### src/core/lab_pkg.sv
// constants for the logic array group and its clock path
package lab_pkg;

	// =========================================================
	// structure
	localparam int NUM_CELLS    = 8;
	localparam int NUM_CTRL     = 4;
	localparam int NUM_GLOBALS  = 4;
	localparam int NUM_DED_IN   = 6;
	localparam int LUT_INPUTS   = 4;
	localparam int LUT_SIZE     = 16;

	// =========================================================
	// register byte offsets
	localparam logic [7:0] OFF_CELL_CFG0   = 8'h00;
	localparam logic [7:0] OFF_GROUP_CTRL  = 8'h20;
	localparam logic [7:0] OFF_GLOBAL_CTRL = 8'h24;
	localparam logic [7:0] OFF_LOOP_CTRL   = 8'h28;
	localparam logic [7:0] OFF_OD_CTRL     = 8'h2C;
	localparam logic [7:0] OFF_STATUS      = 8'h30;

	// =========================================================
	// cell configuration word fields
	localparam int CFG_LUT_LSB   = 0;
	localparam int CFG_USE_FF    = 16;
	localparam int CFG_CLK_SEL   = 17;
	localparam int CFG_CLR_EN    = 18;
	localparam int CFG_PRE_EN    = 19;
	localparam int CFG_CARRY     = 20;
	localparam int CFG_CASCADE   = 21;
	localparam int CFG_ENA_EN    = 22;

	// group control: one 6-bit field per shared control
	localparam int CTL_WIDTH     = 6;
	localparam int CTL_SEL_LSB   = 0;
	localparam int CTL_IDX_LSB   = 2;
	localparam int CTL_INV       = 5;

	// source select codes of a shared control
	localparam logic [1:0] SRC_DEDICATED = 2'h0;
	localparam logic [1:0] SRC_GLOBAL    = 2'h1;
	localparam logic [1:0] SRC_IO        = 2'h2;
	localparam logic [1:0] SRC_LOCAL     = 2'h3;

	// global control: one 4-bit field per global signal
	localparam int GLB_WIDTH     = 4;
	localparam int GLB_IDX_LSB   = 0;
	localparam int GLB_INTERNAL  = 3;

	// loop control and status fields
	localparam int LOOP_DESKEW   = 0;
	localparam int LOOP_MULT     = 1;
	localparam int ST_CELLS_LSB  = 0;
	localparam int ST_LOCKED     = 8;
	localparam int ST_PIN_A_OFF  = 9;
	localparam int ST_PERIOD_LSB = 16;

	// =========================================================
	// reset values
	localparam logic [31:0] RST_CELL_CFG    = 32'h0000_0000;
	localparam logic [31:0] RST_GROUP_CTRL  = 32'h0000_0000;
	localparam logic [31:0] RST_GLOBAL_CTRL = 32'h0000_0000;
	localparam logic [31:0] RST_LOOP_CTRL   = 32'h0000_0000;
	localparam logic [31:0] RST_OD_CTRL     = 32'h0000_0000;

	// =========================================================
	// clock loop timing, in pclk cycles
	localparam int LOOP_CNT_W       = 8;
	localparam int LOOP_MULT_FACTOR = 2;
	localparam int LOOP_MIN_PERIOD  = 2;
	localparam logic [LOOP_CNT_W-1:0] LOOP_CNT_MAX = 8'hFF;

	typedef enum logic [1:0] {
		LOOP_OFF    = 2'b00,
		LOOP_ACQ    = 2'b01,
		LOOP_LOCKED = 2'b10
	} loop_state_t;

endpackage : lab_pkg

### src/core/logic_cell.sv
// one logic cell: lookup table, carry and cascade, flip-flop
`timescale 1ns/100ps
module logic_cell
	import lab_pkg::*;
(
	input  wire logic        pclk,
	input  wire logic        presetn,
	input  wire logic [31:0] cfg,
	input  wire logic [3:0]  data,
	input  wire logic        carry_in,
	input  wire logic        cascade_in,
	input  wire logic        clk_tick,
	input  wire logic        clr,
	input  wire logic        pre,
	output logic             cell_out,
	output logic             carry_out,
	output logic             cascade_out
);
	logic [LUT_SIZE-1:0] lut_mask;
	logic [3:0]          lut_in;
	logic                lut_val;
	logic                ena;
	logic                q;

	assign lut_mask = cfg[CFG_LUT_LSB +: LUT_SIZE];
	// carry mode replaces the third input with the chain
	assign lut_in = {data[3], cfg[CFG_CARRY] ? carry_in : data[2],
		data[1], data[0]};
	assign lut_val = lut_mask[lut_in];
	assign carry_out = cfg[CFG_CARRY] &
		((data[0] & data[1]) | (carry_in & (data[0] ^ data[1])));
	assign cascade_out = cfg[CFG_CASCADE] ? (lut_val & cascade_in)
		: lut_val;
	assign ena = cfg[CFG_ENA_EN] ? data[3] : 1'b1;
	assign cell_out = cfg[CFG_USE_FF] ? q : cascade_out;

	// clear and preset win over the clock tick and the enable
	always_ff @(posedge pclk or negedge presetn) begin
		if (!presetn) begin
			q <= 1'b0;
		end else if (clr) begin
			q <= 1'b0;
		end else if (pre) begin
			q <= 1'b1;
		end else if (clk_tick && ena) begin
			q <= cascade_out;
		end
	end

endmodule : logic_cell

### src/core/lab_logic_cell_and_clock_path.sv
// logic array group with shared controls, globals, clock loop, pins
`timescale 1ns/100ps
module lab_logic_cell_and_clock_path
	import lab_pkg::*;
#(
	parameter int MEM_AW = 4,
	parameter int MEM_DW = 8
) (
	input  wire logic              pclk,
	input  wire logic              presetn,
	input  wire logic              psel,
	input  wire logic              penable,
	input  wire logic              pwrite,
	input  wire logic [7:0]        paddr,
	input  wire logic [31:0]       pwdata,
	output logic                   pready,
	output logic                   pslverr,
	output logic [31:0]            prdata,
	input  wire logic              clock_pin_a,
	input  wire logic              clock_pin_b,
	input  wire logic [3:0]        global_pin,
	input  wire logic [31:0]       cell_data,
	input  wire logic              carry_chain_in,
	input  wire logic              cascade_chain_in,
	output logic                   carry_chain_out,
	output logic                   cascade_chain_out,
	output logic [7:0]             row_col_out,
	input  wire logic [7:0]        pad_in,
	output logic [7:0]             pad_out,
	output logic [7:0]             pad_oe_n,
	input  wire logic              mem_we,
	input  wire logic [MEM_AW-1:0] mem_addr,
	input  wire logic [MEM_DW-1:0] mem_wdata,
	output logic [MEM_DW-1:0]      mem_rdata
);
	// =========================================================
	// elaboration checks
	if (MEM_AW < 1 || MEM_AW > 12 || MEM_DW < 1 || MEM_DW > 32) begin : g_chk
		$error("memory size parameters out of range");
	end

	// =========================================================
	// shared functions
	function automatic logic pick_src(
		input logic [5:0] fld,
		input logic       ded,
		input logic [3:0] glob,
		input logic [7:0] io,
		input logic [7:0] loc
	);
		logic [2:0] idx;
		logic       v;
		idx = fld[CTL_IDX_LSB +: 3];
		unique case (fld[CTL_SEL_LSB +: 2])
			SRC_DEDICATED: v = ded;
			SRC_GLOBAL:    v = glob[idx[1:0]];
			SRC_IO:        v = io[idx];
			SRC_LOCAL:     v = loc[idx];
		endcase
		return v;
	endfunction : pick_src

	// =========================================================
	// registers
	logic [31:0]     cell_cfg [NUM_CELLS];
	logic [31:0]     group_ctrl;
	logic [31:0]     global_ctrl;
	logic [31:0]     loop_ctrl;
	logic [7:0]      od_ctrl;
	logic            setup_ph;
	logic            wr_access;
	logic [5:0]      word_idx;
	logic            is_cell;
	logic            mapped;
	logic [31:0]     rd_mux;
	logic [31:0]     status_word;

	assign setup_ph  = psel & ~penable;
	assign wr_access = psel & penable & pready & pwrite & ~pslverr;
	assign word_idx  = paddr[7:2];
	assign is_cell   = paddr < OFF_GROUP_CTRL;
	assign mapped    = (paddr[1:0] == 2'h0) && (paddr <= OFF_STATUS);

	always_ff @(posedge pclk or negedge presetn) begin
		if (!presetn) begin
			for (int i = 0; i < NUM_CELLS; i++) begin
				cell_cfg[i] <= RST_CELL_CFG;
			end
			group_ctrl  <= RST_GROUP_CTRL;
			global_ctrl <= RST_GLOBAL_CTRL;
			loop_ctrl   <= RST_LOOP_CTRL;
			od_ctrl     <= RST_OD_CTRL[7:0];
		end else if (wr_access) begin
			if (is_cell) begin
				cell_cfg[word_idx[2:0]] <= pwdata;
			end else if (paddr == OFF_GROUP_CTRL) begin
				group_ctrl <= pwdata;
			end else if (paddr == OFF_GLOBAL_CTRL) begin
				global_ctrl <= pwdata;
			end else if (paddr == OFF_LOOP_CTRL) begin
				loop_ctrl <= pwdata;
			end else if (paddr == OFF_OD_CTRL) begin
				od_ctrl <= pwdata[7:0];
			end
		end
	end

	// =========================================================
	// apb answer: one access cycle, no wait states
	assign rd_mux =
		is_cell                      ? cell_cfg[word_idx[2:0]] :
		(paddr == OFF_GROUP_CTRL)    ? group_ctrl :
		(paddr == OFF_GLOBAL_CTRL)   ? global_ctrl :
		(paddr == OFF_LOOP_CTRL)     ? loop_ctrl :
		(paddr == OFF_OD_CTRL)       ? {24'h00_0000, od_ctrl} :
		status_word;

	always_ff @(posedge pclk or negedge presetn) begin
		if (!presetn) begin
			pready  <= 1'b0;
			pslverr <= 1'b0;
			prdata  <= 32'h0000_0000;
		end else begin
			pready  <= setup_ph;
			pslverr <= setup_ph & ~mapped;
			if (setup_ph) begin
				prdata <= (mapped && !pwrite) ? rd_mux : 32'h0000_0000;
			end
		end
	end

	// =========================================================
	// clock loop on pin b: lock, deskew and double
	loop_state_t             loop_state;
	loop_state_t             next_loop_state;
	logic                    ref_prev;
	logic                    ref_rise;
	logic [LOOP_CNT_W-1:0]   loop_cnt;
	logic [LOOP_CNT_W-1:0]   loop_period;
	logic [LOOP_CNT_W-1:0]   period_meas;
	logic [LOOP_CNT_W-1:0]   min_period;
	logic                    deskew_en;
	logic                    mult_en;
	logic                    loop_on;
	logic                    locked;
	logic                    in_range;
	logic                    loop_tick;
	logic                    pin_a_off;

	assign deskew_en   = loop_ctrl[LOOP_DESKEW];
	assign mult_en     = loop_ctrl[LOOP_MULT];
	assign loop_on     = deskew_en | mult_en;
	assign ref_rise    = clock_pin_b & ~ref_prev;
	assign period_meas = loop_cnt + LOOP_CNT_W'(1);
	// doubling needs a longer reference period
	assign min_period  = mult_en
		? LOOP_CNT_W'(LOOP_MIN_PERIOD * LOOP_MULT_FACTOR)
		: LOOP_CNT_W'(LOOP_MIN_PERIOD);
	assign in_range    = (period_meas >= min_period) &&
		(loop_cnt != LOOP_CNT_MAX);
	assign locked      = loop_state == LOOP_LOCKED;
	// edge tick plus a mid-period tick when doubling
	assign loop_tick   = locked & (ref_rise | (mult_en & ~ref_rise &
		(loop_cnt == (loop_period >> 1) - LOOP_CNT_W'(1))));
	assign pin_a_off   = deskew_en & mult_en;

	always_comb begin
		next_loop_state = loop_state;
		unique case (loop_state)
			LOOP_OFF: begin
				if (loop_on) next_loop_state = LOOP_ACQ;
			end
			LOOP_ACQ: begin
				if (ref_rise && in_range && period_meas == loop_period)
					next_loop_state = LOOP_LOCKED;
			end
			LOOP_LOCKED: begin
				if ((ref_rise && (!in_range || period_meas != loop_period))
					|| loop_cnt == LOOP_CNT_MAX)
					next_loop_state = LOOP_ACQ;
			end
			default: next_loop_state = LOOP_OFF;
		endcase
		if (!loop_on) next_loop_state = LOOP_OFF;
	end

	always_ff @(posedge pclk or negedge presetn) begin
		if (!presetn) begin
			loop_state  <= LOOP_OFF;
			ref_prev    <= 1'b0;
			loop_cnt    <= '0;
			loop_period <= '0;
		end else begin
			loop_state <= next_loop_state;
			ref_prev   <= clock_pin_b;
			if (!loop_on || ref_rise) begin
				loop_cnt <= '0;
			end else if (loop_cnt != LOOP_CNT_MAX) begin
				loop_cnt <= period_meas;
			end
			if (ref_rise) loop_period <= period_meas;
		end
	end

	// =========================================================
	// globals and shared controls
	logic [7:0]  local_bus;
	logic [3:0]  globals;
	logic        ded_clk [2];
	logic        ctl_raw [NUM_CTRL];
	logic        ctl     [NUM_CTRL];
	logic        blk_clk_prev [2];
	logic        blk_tick [2];
	logic        blk_loop [2];

	// each dedicated input or a cell output drives a global
	for (genvar g = 0; g < NUM_GLOBALS; g++) begin : g_glob
		assign globals[g] = global_ctrl[g*GLB_WIDTH + GLB_INTERNAL]
			? local_bus[global_ctrl[g*GLB_WIDTH + GLB_IDX_LSB +: 3]]
			: global_pin[g];
	end

	// pin a blocked under deskew plus multiply; pin b feeds only the loop while the loop runs
	assign ded_clk[0] = pin_a_off ? 1'b0 : clock_pin_a;
	assign ded_clk[1] = loop_on ? 1'b0 : clock_pin_b;

	for (genvar c = 0; c < NUM_CTRL; c++) begin : g_ctl
		logic [5:0] fld;
		assign fld = group_ctrl[c*CTL_WIDTH +: CTL_WIDTH];
		if (c < 2) begin : g_clk
			assign ctl_raw[c] = pick_src(fld, ded_clk[c], globals,
				pad_in, local_bus);
			assign blk_loop[c] = loop_on && c == 1 &&
				fld[CTL_SEL_LSB +: 2] == SRC_DEDICATED;
		end else begin : g_cp
			// no dedicated clock pin may source clear or preset
			assign ctl_raw[c] = pick_src(fld, 1'b0, globals,
				pad_in, local_bus);
		end
		assign ctl[c] = ctl_raw[c] ^ fld[CTL_INV];
	end

	// block clocks become rising-edge ticks; loop tick passes straight
	for (genvar k = 0; k < 2; k++) begin : g_tick
		always_ff @(posedge pclk or negedge presetn) begin
			if (!presetn) blk_clk_prev[k] <= 1'b0;
			else          blk_clk_prev[k] <= ctl[k];
		end
		assign blk_tick[k] = blk_loop[k] ? loop_tick
			: (ctl[k] & ~blk_clk_prev[k]);
	end

	// =========================================================
	// eight logic cells on carry and cascade chains
	logic [NUM_CELLS:0] carry_link;
	logic [NUM_CELLS:0] cascade_link;

	assign carry_link[0]   = carry_chain_in;
	assign cascade_link[0] = cascade_chain_in;

	for (genvar n = 0; n < NUM_CELLS; n++) begin : g_cell
		logic [31:0] cfg;
		assign cfg = cell_cfg[n];
		logic_cell u_cell (
			.pclk        (pclk),
			.presetn     (presetn),
			.cfg         (cfg),
			.data        (cell_data[n*LUT_INPUTS +: LUT_INPUTS]),
			.carry_in    (carry_link[n]),
			.cascade_in  (cascade_link[n]),
			.clk_tick    (blk_tick[cfg[CFG_CLK_SEL]]),
			.clr         (cfg[CFG_CLR_EN] & ctl[2]),
			.pre         (cfg[CFG_PRE_EN] & ctl[3]),
			.cell_out    (local_bus[n]),
			.carry_out   (carry_link[n+1]),
			.cascade_out (cascade_link[n+1])
		);
	end

	assign status_word = {8'h00, loop_period, 6'h00, pin_a_off, locked,
		row_col_out};

	// =========================================================
	// registered outputs, open-drain pins and memory
	logic [MEM_DW-1:0] mem_array [2**MEM_AW];
	logic              mem_we_q;
	logic [MEM_AW-1:0] mem_addr_q;
	logic [MEM_DW-1:0] mem_wdata_q;

	always_ff @(posedge pclk or negedge presetn) begin
		if (!presetn) begin
			row_col_out       <= 8'h00;
			carry_chain_out   <= 1'b0;
			cascade_chain_out <= 1'b0;
			pad_out           <= 8'h00;
			pad_oe_n          <= 8'hFF;
		end else begin
			row_col_out       <= local_bus;
			carry_chain_out   <= carry_link[NUM_CELLS];
			cascade_chain_out <= cascade_link[NUM_CELLS];
			// open drain: drive low for a 0, float for a 1
			pad_out  <= local_bus & ~od_ctrl;
			pad_oe_n <= od_ctrl & local_bus;
		end
	end

	always_ff @(posedge pclk or negedge presetn) begin
		if (!presetn) begin
			mem_we_q    <= 1'b0;
			mem_addr_q  <= '0;
			mem_wdata_q <= '0;
			mem_rdata   <= '0;
		end else begin
			mem_we_q    <= mem_we;
			mem_addr_q  <= mem_addr;
			mem_wdata_q <= mem_wdata;
			mem_rdata   <= mem_array[mem_addr_q];
		end
	end

	always_ff @(posedge pclk) begin
		if (mem_we_q) mem_array[mem_addr_q] <= mem_wdata_q;
	end

endmodule : lab_logic_cell_and_clock_path

### config.mk
export PLATFORM = sky130hd
export DESIGN_NAME = lab_logic_cell_and_clock_path
export DESIGN_NICKNAME = d
export VERILOG_FILES = /design/src/core/lab_pkg.sv /design/src/core/logic_cell.sv /design/src/core/lab_logic_cell_and_clock_path.sv
export SDC_FILE = /design/constraint.sdc
export NUM_CORES = 1
export LEC_CHECK = 0
export ABC_AREA = 1
export BUFFER_PORTS_ARGS = -buffer_cell sky130_fd_sc_hd__buf_2
export CAP_MARGIN = 0
export CORE_MARGIN = 1
export CORE_UTILIZATION = 29
export CTS_CLUSTER_DIAMETER = 30
export DETAILED_ROUTE_END_ITERATION = 8
export PLACE_DENSITY = 0.43
export SYNTH_ARGS = -nofsm -noshare
export SYNTH_HDL_FRONTEND = slang
export SYNTH_SLANG_ARGS = --single-unit
export TNS_END_PERCENT = 20
### constraint.sdc
create_clock -name pclk -period 3 [get_ports pclk]
set_clock_uncertainty 0.05 [all_clocks]
set_input_delay 0 -clock pclk [delete_from_list [all_inputs] [get_ports pclk]]
set_output_delay 0 -clock pclk [all_outputs]
set_load 0.01 [all_outputs]
; ---- Word level (Yosys, flattened, before mapping)
; Memory sizes are Yosys's and may differ from the RTL's. A register that Yosys moved wholly into a read port is not among the register bits.
; Cells that the tools add are included.
[word_totals]
memories = 1
in_bits = 106
ram_bits = 128
ff_bits = 462
[op_classes]
n_bitwise = 106
n_reduce_logical = 44
add_sub_neg = 2
n_lt_le_gt_ge = 33
muxes = 160
n_eq_ne = 25
[mem_list]
columns = name, depth, width, rd, rd_ports_with_merged_regs, write_ports, line
row1 = mem_array, 16, 8, 1, 1, 1, lab_logic_cell_and_clock_path.sv:285  ; logic [MEM_DW-1:0] mem_array [2**MEM_AW];
[op_table]
columns = op, count
row1 = 256-bit bitwise mux, 1
row2 = 32-bit two-way mux, 8
row3 = 1-bit two-way mux, 113
row4 = 32-bit binary-select mux with 3-bit select, 1
row5 = 32-bit demux with 3-bit select, 1
row6 = 1-bit AND, 61
row7 = 4-bit by 5-bit < comparator with 1-bit output (second input constant), 8
row8 = 1-bit binary-select mux with 3-bit select, 12
row9 = 1-bit binary-select mux with 4-bit select, 8
row10 = 8-bit by 6-bit equality test with 1-bit output (second input constant), 4
row11 = 3-bit by 4-bit < comparator with 1-bit output (second input constant), 8
row12 = 24-bit two-way mux, 1
row13 = 3-bit nonzero test, 8
row14 = 2-bit equality test (second input constant), 9
row15 = 8-bit AND, 2
row16 = 8-bit equality test, 2
row17 = 2-bit greater-or-equal comparator (second input constant), 8
row18 = 1-bit logical AND, 16
row19 = 8-bit two-way mux, 2
row20 = 1-bit inverter with 2-bit output, 8
row21 = 1-bit case mux with 4 select lines, 4
row22 = 2-bit logical NOT, 6
row23 = 2-bit by 3-bit < comparator with 1-bit output (second input constant), 4
row24 = 1-bit bitwise XOR, 12
row25 = other kinds (29), 63

; ---- Depth between registers and ports, before layout
[logic_depth]
depth_word = 44
ltp_mapped = 38
mapped_depth_nobuf = 38

; ---- Hierarchy
; Synthesis repeated with hierarchy kept, for this count alone.
[unflattened]
hier_cells = 3329
area_unflattened_um2 = 28599.9
[by_module_without_submodules]
columns = mod, n_inst, area_per_inst_um2, cells_per_inst
row1 = lab_logic_cell_and_clock_path, 1, 25907.3, 2753
row2 = logic_cell, 8, 336.6, 72

; ---- Worst setup path after synthesis
; OpenSTA, ideal clock, no wires.
[synth_path]
kind = register -> register
start = register cell_cfg, in the netlist g_cell[0].cfg[20]
end = register g_cell[7].u_cell.q
synth_period_minus_slack_ps = 3095
setup_ps = 119
slack_ps = -95
n_path_buf = 0
required_ps = 2831
path_stages_with_launch = 35
arrival_ps = 2926
cell_sequence = dfrtp_1 o21ai_0 nand3_1 nand3_1 nand3_2 nand2_2 nand2_2 nand2_2 nand2_2 nand2_2 nand3_2 nand2_2 nand3_2 nand2_1 nand3_2 nand2_2 nand2_2 nand2_2 nand2_2 nand2_4 nand3_1 nand2_1 nand2_1 a21boi_2 nand2_1 nand3_2 nand3_2 nand2_1 nand2_4 nand3_2 nand2_1 inv_1 nand3_1 nand2_1 nor2_1
[synth_between]
elab_chain_cells = 39
elab_cells_between_ends = 116
cone_classes = 79 x mux / 35 x bitwise / 2 x reduce/logical
[synth_rtl]
columns = item, line
row1 = start: declaration, lab_logic_cell_and_clock_path.sv:65  ; logic [31:0] cell_cfg [NUM_CELLS];
row2 = start signal: indexed assignment, lab_logic_cell_and_clock_path.sv:95  ; cell_cfg[word_idx[2:0]] <= pwdata;
row3 = 1-bit AND, logic_cell.sv:30  ; assign carry_out = cfg[CFG_CARRY] &
row4 = 1-bit AND, logic_cell.sv:31  ; ((data[0] & data[1]) | (carry_in & (data[0] ^ data[1])));
row5 = 1-bit bitwise OR, logic_cell.sv:31
row6 = 1-bit AND, logic_cell.sv:30
row7 = 1-bit AND, logic_cell.sv:31
row8 = 1-bit bitwise OR, logic_cell.sv:31
row9 = 1-bit AND, logic_cell.sv:30
row10 = 1-bit AND, logic_cell.sv:31
row11 = (+21 left out), --
row12 = 1-bit two-way mux (not written as such), lab_logic_cell_and_clock_path.sv:56  ; SRC_GLOBAL: v = glob[idx[1:0]];
row13 = 1-bit case mux with 4 select lines, lab_logic_cell_and_clock_path.sv:54  ; unique case (fld[CTL_SEL_LSB +: 2])
row14 = 1-bit bitwise XOR, lab_logic_cell_and_clock_path.sv:240  ; assign ctl[c] = ctl_raw[c] ^ fld[CTL_INV];
row15 = 1-bit AND, lab_logic_cell_and_clock_path.sv:250  ; : (ctl[k] & ~blk_clk_prev[k]);
row16 = 1-bit two-way mux, lab_logic_cell_and_clock_path.sv:249  ; assign blk_tick[k] = blk_loop[k] ? loop_tick
row17 = 1-bit two-way mux (not written as such) (3 in series), lab_logic_cell_and_clock_path.sv:271  ; .clk_tick (blk_tick[cfg[CFG_CLK_SEL]]),
row18 = 1-bit logical AND, logic_cell.sv:45  ; end else if (clk_tick && ena) begin
row19 = 3-bit nonzero test (no line), --
row20 = end signal: assignment, logic_cell.sv:46  ; q <= cascade_out;
row21 = end: declaration, logic_cell.sv:23  ; logic q;
; Several ways; a longest one is shown, not always the timed one. The select of a mux whose other input is x is not followed.
; A chain may end at the register's enable or synchronous reset.

; ---- Worst setup path in the final report
[layout_path]
start = register cell_cfg, in the netlist g_cell[0].cfg[20]
end = register g_cell[3].u_cell.q
[layout_between]
elab_chain_cells = 39
elab_cells_between_ends = 116
cone_classes = 79 x mux / 35 x bitwise / 2 x reduce/logical
[layout_rtl]
columns = item, line
row1 = 1-bit AND, logic_cell.sv:30
row2 = 1-bit AND, logic_cell.sv:31
row3 = 1-bit bitwise OR, logic_cell.sv:31
row4 = 1-bit AND, logic_cell.sv:30
row5 = 1-bit AND, logic_cell.sv:31
row6 = 1-bit bitwise OR, logic_cell.sv:31
row7 = 1-bit AND, logic_cell.sv:30
row8 = 1-bit AND, logic_cell.sv:31
row9 = (+21 left out), --
row10 = 1-bit two-way mux (not written as such), lab_logic_cell_and_clock_path.sv:56
row11 = 1-bit case mux with 4 select lines, lab_logic_cell_and_clock_path.sv:54
row12 = 1-bit bitwise XOR, lab_logic_cell_and_clock_path.sv:240
row13 = 1-bit AND, lab_logic_cell_and_clock_path.sv:250
row14 = 1-bit two-way mux, lab_logic_cell_and_clock_path.sv:249
row15 = 1-bit two-way mux (not written as such) (3 in series), lab_logic_cell_and_clock_path.sv:271
row16 = 1-bit logical AND, logic_cell.sv:45
row17 = 3-bit nonzero test (no line), --
row18 = end signal: assignment, logic_cell.sv:46
row19 = end: declaration, logic_cell.sv:23
; Several ways; a longest one is shown, not always the timed one. The select of a mux whose other input is x is not followed.

==> flow_summary.toml <==
[global_route]
grt_overflow = 0
antenna_found_initial = 6
grt_max_degree = 78
grt_first_pass_wirelength_mm = 169.0
grt_pass1_vias = 25906
grtUsageTotal_pct = 23.24

[logic_synthesis]
synth_most_common_cell = "nand2_1"
yosysUniqueCellTypes = 55
yosys_warnings = 0
synthFlopType = "dfrtp_1"
syn-mean-instance-area_um2 = 9.007
synthSimpleGateAreaFrac_pct = 16.35
synth.net_count = 3209
synth.largest_area_cell = "dfrtp_1"
synth_top_area_share_pct = 41.53
ys_async_sr_fraction_pct = 78.60
ys_seq_area_share_pct = 56.09
synth-edff-count = 128
synth_compound_area_share_pct = 20.44
synthTopCellsByCount = "nand2_1 (673), o21ai_0 (475), dfrtp_1 (462)"
synth_top_family_by_area = "compound AO/OA/AOI/OAI gates"
synth_mux_area_share_pct = 0
synthXorXnorAreaFrac_pct = 0.5663
synth_area_leaders = "dfrtp_1 (42%), edfxtp_1 (14%), nand2_1 (9.1%), o21ai_0 (8.5%), inv_1 (3.1%)"
synth_area_mm2 = 0.02784
synthCells = 3091
ys_ff_latch = 598
synthAdderAreaFrac_pct = 0.5393

[place]
io_buffers = 173
dpl_cell_area_mm2 = 0.03193
dpl_worst_slack_ns = -0.9600
gp_congestion = 0.8970
placed_cells = 4622
hpwl_mm = 79.96

[sta]
maxSlewViolCount = 0
rsz0062_at_grt = "yes"
min_period_ns = 3.919
worstMarginPinSlew_ns = 1.246
fmax_mhz = 255.2
fin_ws_ns = -0.9191
period_share_pct = 130.6
worst_slew_margin_rel_pct = 15.91
hold_viol_final = 0
setup_tns_ns = -7.370
final-setup-viol-count = 10

[route]
viasPerCell = 5.119
wl_met3_mm = 6.214
vias = 25905
drtPass1Iterations = 5
ant_nets = 0
wl_per_cell_um = 22.46
drt_iter0_drc = 2095
wl_met1_mm = 51.47
drc = 0
highest_layer = "met5"
wl_mm = 113.6
wl_met2_mm = 52.39

[critical_path]
worstPathMaxFanout = 7
critPathKind = "register to register"
rr_endpoint = "g_cell[3].u_cell.q"
cpMostUsedCell = "buf_4"
required_ns = 3.59
startpoint = "g_cell[0].cfg[20]"
critPathLaunchType = "register"
slowest_stage = "dfrtp_2"
arrival_ns = 4.51
r2r_cells = 34
regToRegSetupSlack_ns = -0.92
rr_startpoint = "g_cell[0].cfg[20]"
worstSetupEndpointType = "register"
crit_path_end = "g_cell[3].u_cell.q"
max_stage_delay_ns = 0.45

[floorplanning]
fp-row-count = 113
start_util_pct = 29.30
ioPinCount = 174
dieArea_mm2 = 0.09724
core_area_mm2 = 0.09501
die_h_um = 311.8
die_w_um = 311.8

[layout]
stdcell_area_mm2 = 0.03921
drive_gt1_share_pct = 24.87
finish.net_count = 3782
antenna_cells = 0
final_util_pct = 41.27
syn2layout_area_growth_pct = 40.83
finalNonFillerCells = 5061
fill_cells = 9367

[status]
outcome = "complete, but fails checks"
failed_checks = "setup timing"

[cts]
clk_latency_ns = 0.73
clkSinkCount = 598
clk_pin_slew_ns = 0.04
cts_tree = "yes"
ctsRootBufferMaster = "clkbuf_16"
numCtsBuffers = 158
clock_path_buffers = 3
htree_levels = 4

[power_and_ir_drop]
powerDensity_mw_per_mm2 = 717.3
p_leak_nw = 17.23
peakVddDrop_uv = 527.4

[run]
drv_cap = 0

[hold_path]
min_path_type = "input pin to register"
critical path: cells and delay by family (launching register included):
family,cells,cell delay [ns]
buf+inv,19,2.19
compound gates,1,0.07
flops,1,0.45
simple gates,14,1.08
final cells by class:
cell class	count	area [µm²]	area share [%]
Inverter	243	914.6	2.333
Clock buffer	214	4517	11.52
Clock inverter	78	1139	2.904
Timing Repair Buffer	612	4546	11.59
Tap cell	1265	1583	4.037
Multi-Input combinational cell	2051	10890	27.78
Sequential cell	598	15620	39.83
cells in the final DEF (no fill, tap or decap), types with 9 or more instances in the layout:
cell type        n
inv_2           11
nor3_1          12
clkinv_1        10
clkbuf_8        31
o22ai_1         87
buf_4          341
nand2_2         33
a32o_1          29
bufinv_16       20
inv_1          228
nand2_1        651
clkinv_2        20
clkbuf_16      160
dlygate4sd3_1   85
clkbuf_1        23
dfrtp_1        461
a21oi_1        119
a22oi_1         82
xor2_1           9
a21oi_2         11
edfxtp_1       128
buf_2          172
o311ai_0        17
nor2_1         137
clkinvlp_4      10
nand3_2         42
nand4_1         18
o21ai_1         10
nand3_1        120
buf_12          11
o2111ai_1        9
ha_1            12
or2_2           11
o211ai_1        78
o21ai_0        473
sequential cells by signal, indices dropped and copies added, names as in the netlist, 2 cells and up:
signal,flops
loop_cnt,8
row_col_out,8
mem_addr_q,4
mem_rdata,8
mem_wdata_q,8
g_cell.u_cell.q,8
pad_oe_n,8
group_ctrl,32
global_ctrl,32
pad_out,8
g_cell.cfg,256
blk_clk_prev,2
loop_state,2
loop_ctrl,32
prdata,32
mem_array,128
loop_period,8
od_ctrl,8
repair_timing:
item,4_1_cts,5_1_grt
pin swaps,10,30
hold buffers,86,0
buffers inserted,52,10
endpoints found under the setup margin,10,14
hold endpoints to repair,889,0
gates resized for setup,15,54
cell families (layout without fill, tap and decap cells):
| family | count (synthesis) | in the layout |
|---|---|---|
| AOI/OAI and AO/OA | 955 | 955 |
| xor gates and xnor gates | 18 | 18 |
| adders and majority gates | 12 | 12 |
| buffers and inverters | 442 | 1147 |
| DFF | 598 | 598 |
| and+or+nand+nor | 1066 | 1066 |
worst min path at each step:
stage | slack (ns) | cells after the start | end | start
floorplan | -0.35 | 0 | blk_clk_prev[0] | presetn
global placement | -0.03 | 1 | pslverr | presetn
detailed placement | -0.03 | 1 | pslverr | presetn
CTS | 0.02 | 8 | blk_clk_prev[1] | global_pin[2]
global route | 0.10 | 8 | blk_clk_prev[1] | global_pin[0]
finish | 0.09 | 8 | blk_clk_prev[1] | global_pin[0]
power breakdown:
part	internal [W]	switching [W]
sequential	0.00849	0.000108
combinational	0.000697	0.00119
clock	0.0123	0.00538
metrics by stage:
stage / hold WS [ns] / power, W
2_1_floorplan: -0.3456 / 0.009405
3_3_place_gp: -0.03031 / 0.01038
3_5_place_dp: -0.02522 / 0.01039
4_1_cts: 0.02012 / 0.02833
5_1_grt: 0.1019 / 0.02897
6_report: 0.08557 / 0.02812
routing by layer:
| metal | global-route usage [%] | vias up |
|---|---|---|
| met5 | 0 | - |
| met4 | 8.489 | 4 |
| met3 | 3.946 | 226 |
| met2 | 36.85 | 929 |
| met1 | 31.76 | 12810 |
| li1 | - | 11936 |
Power figures use the tool's default switching activity.
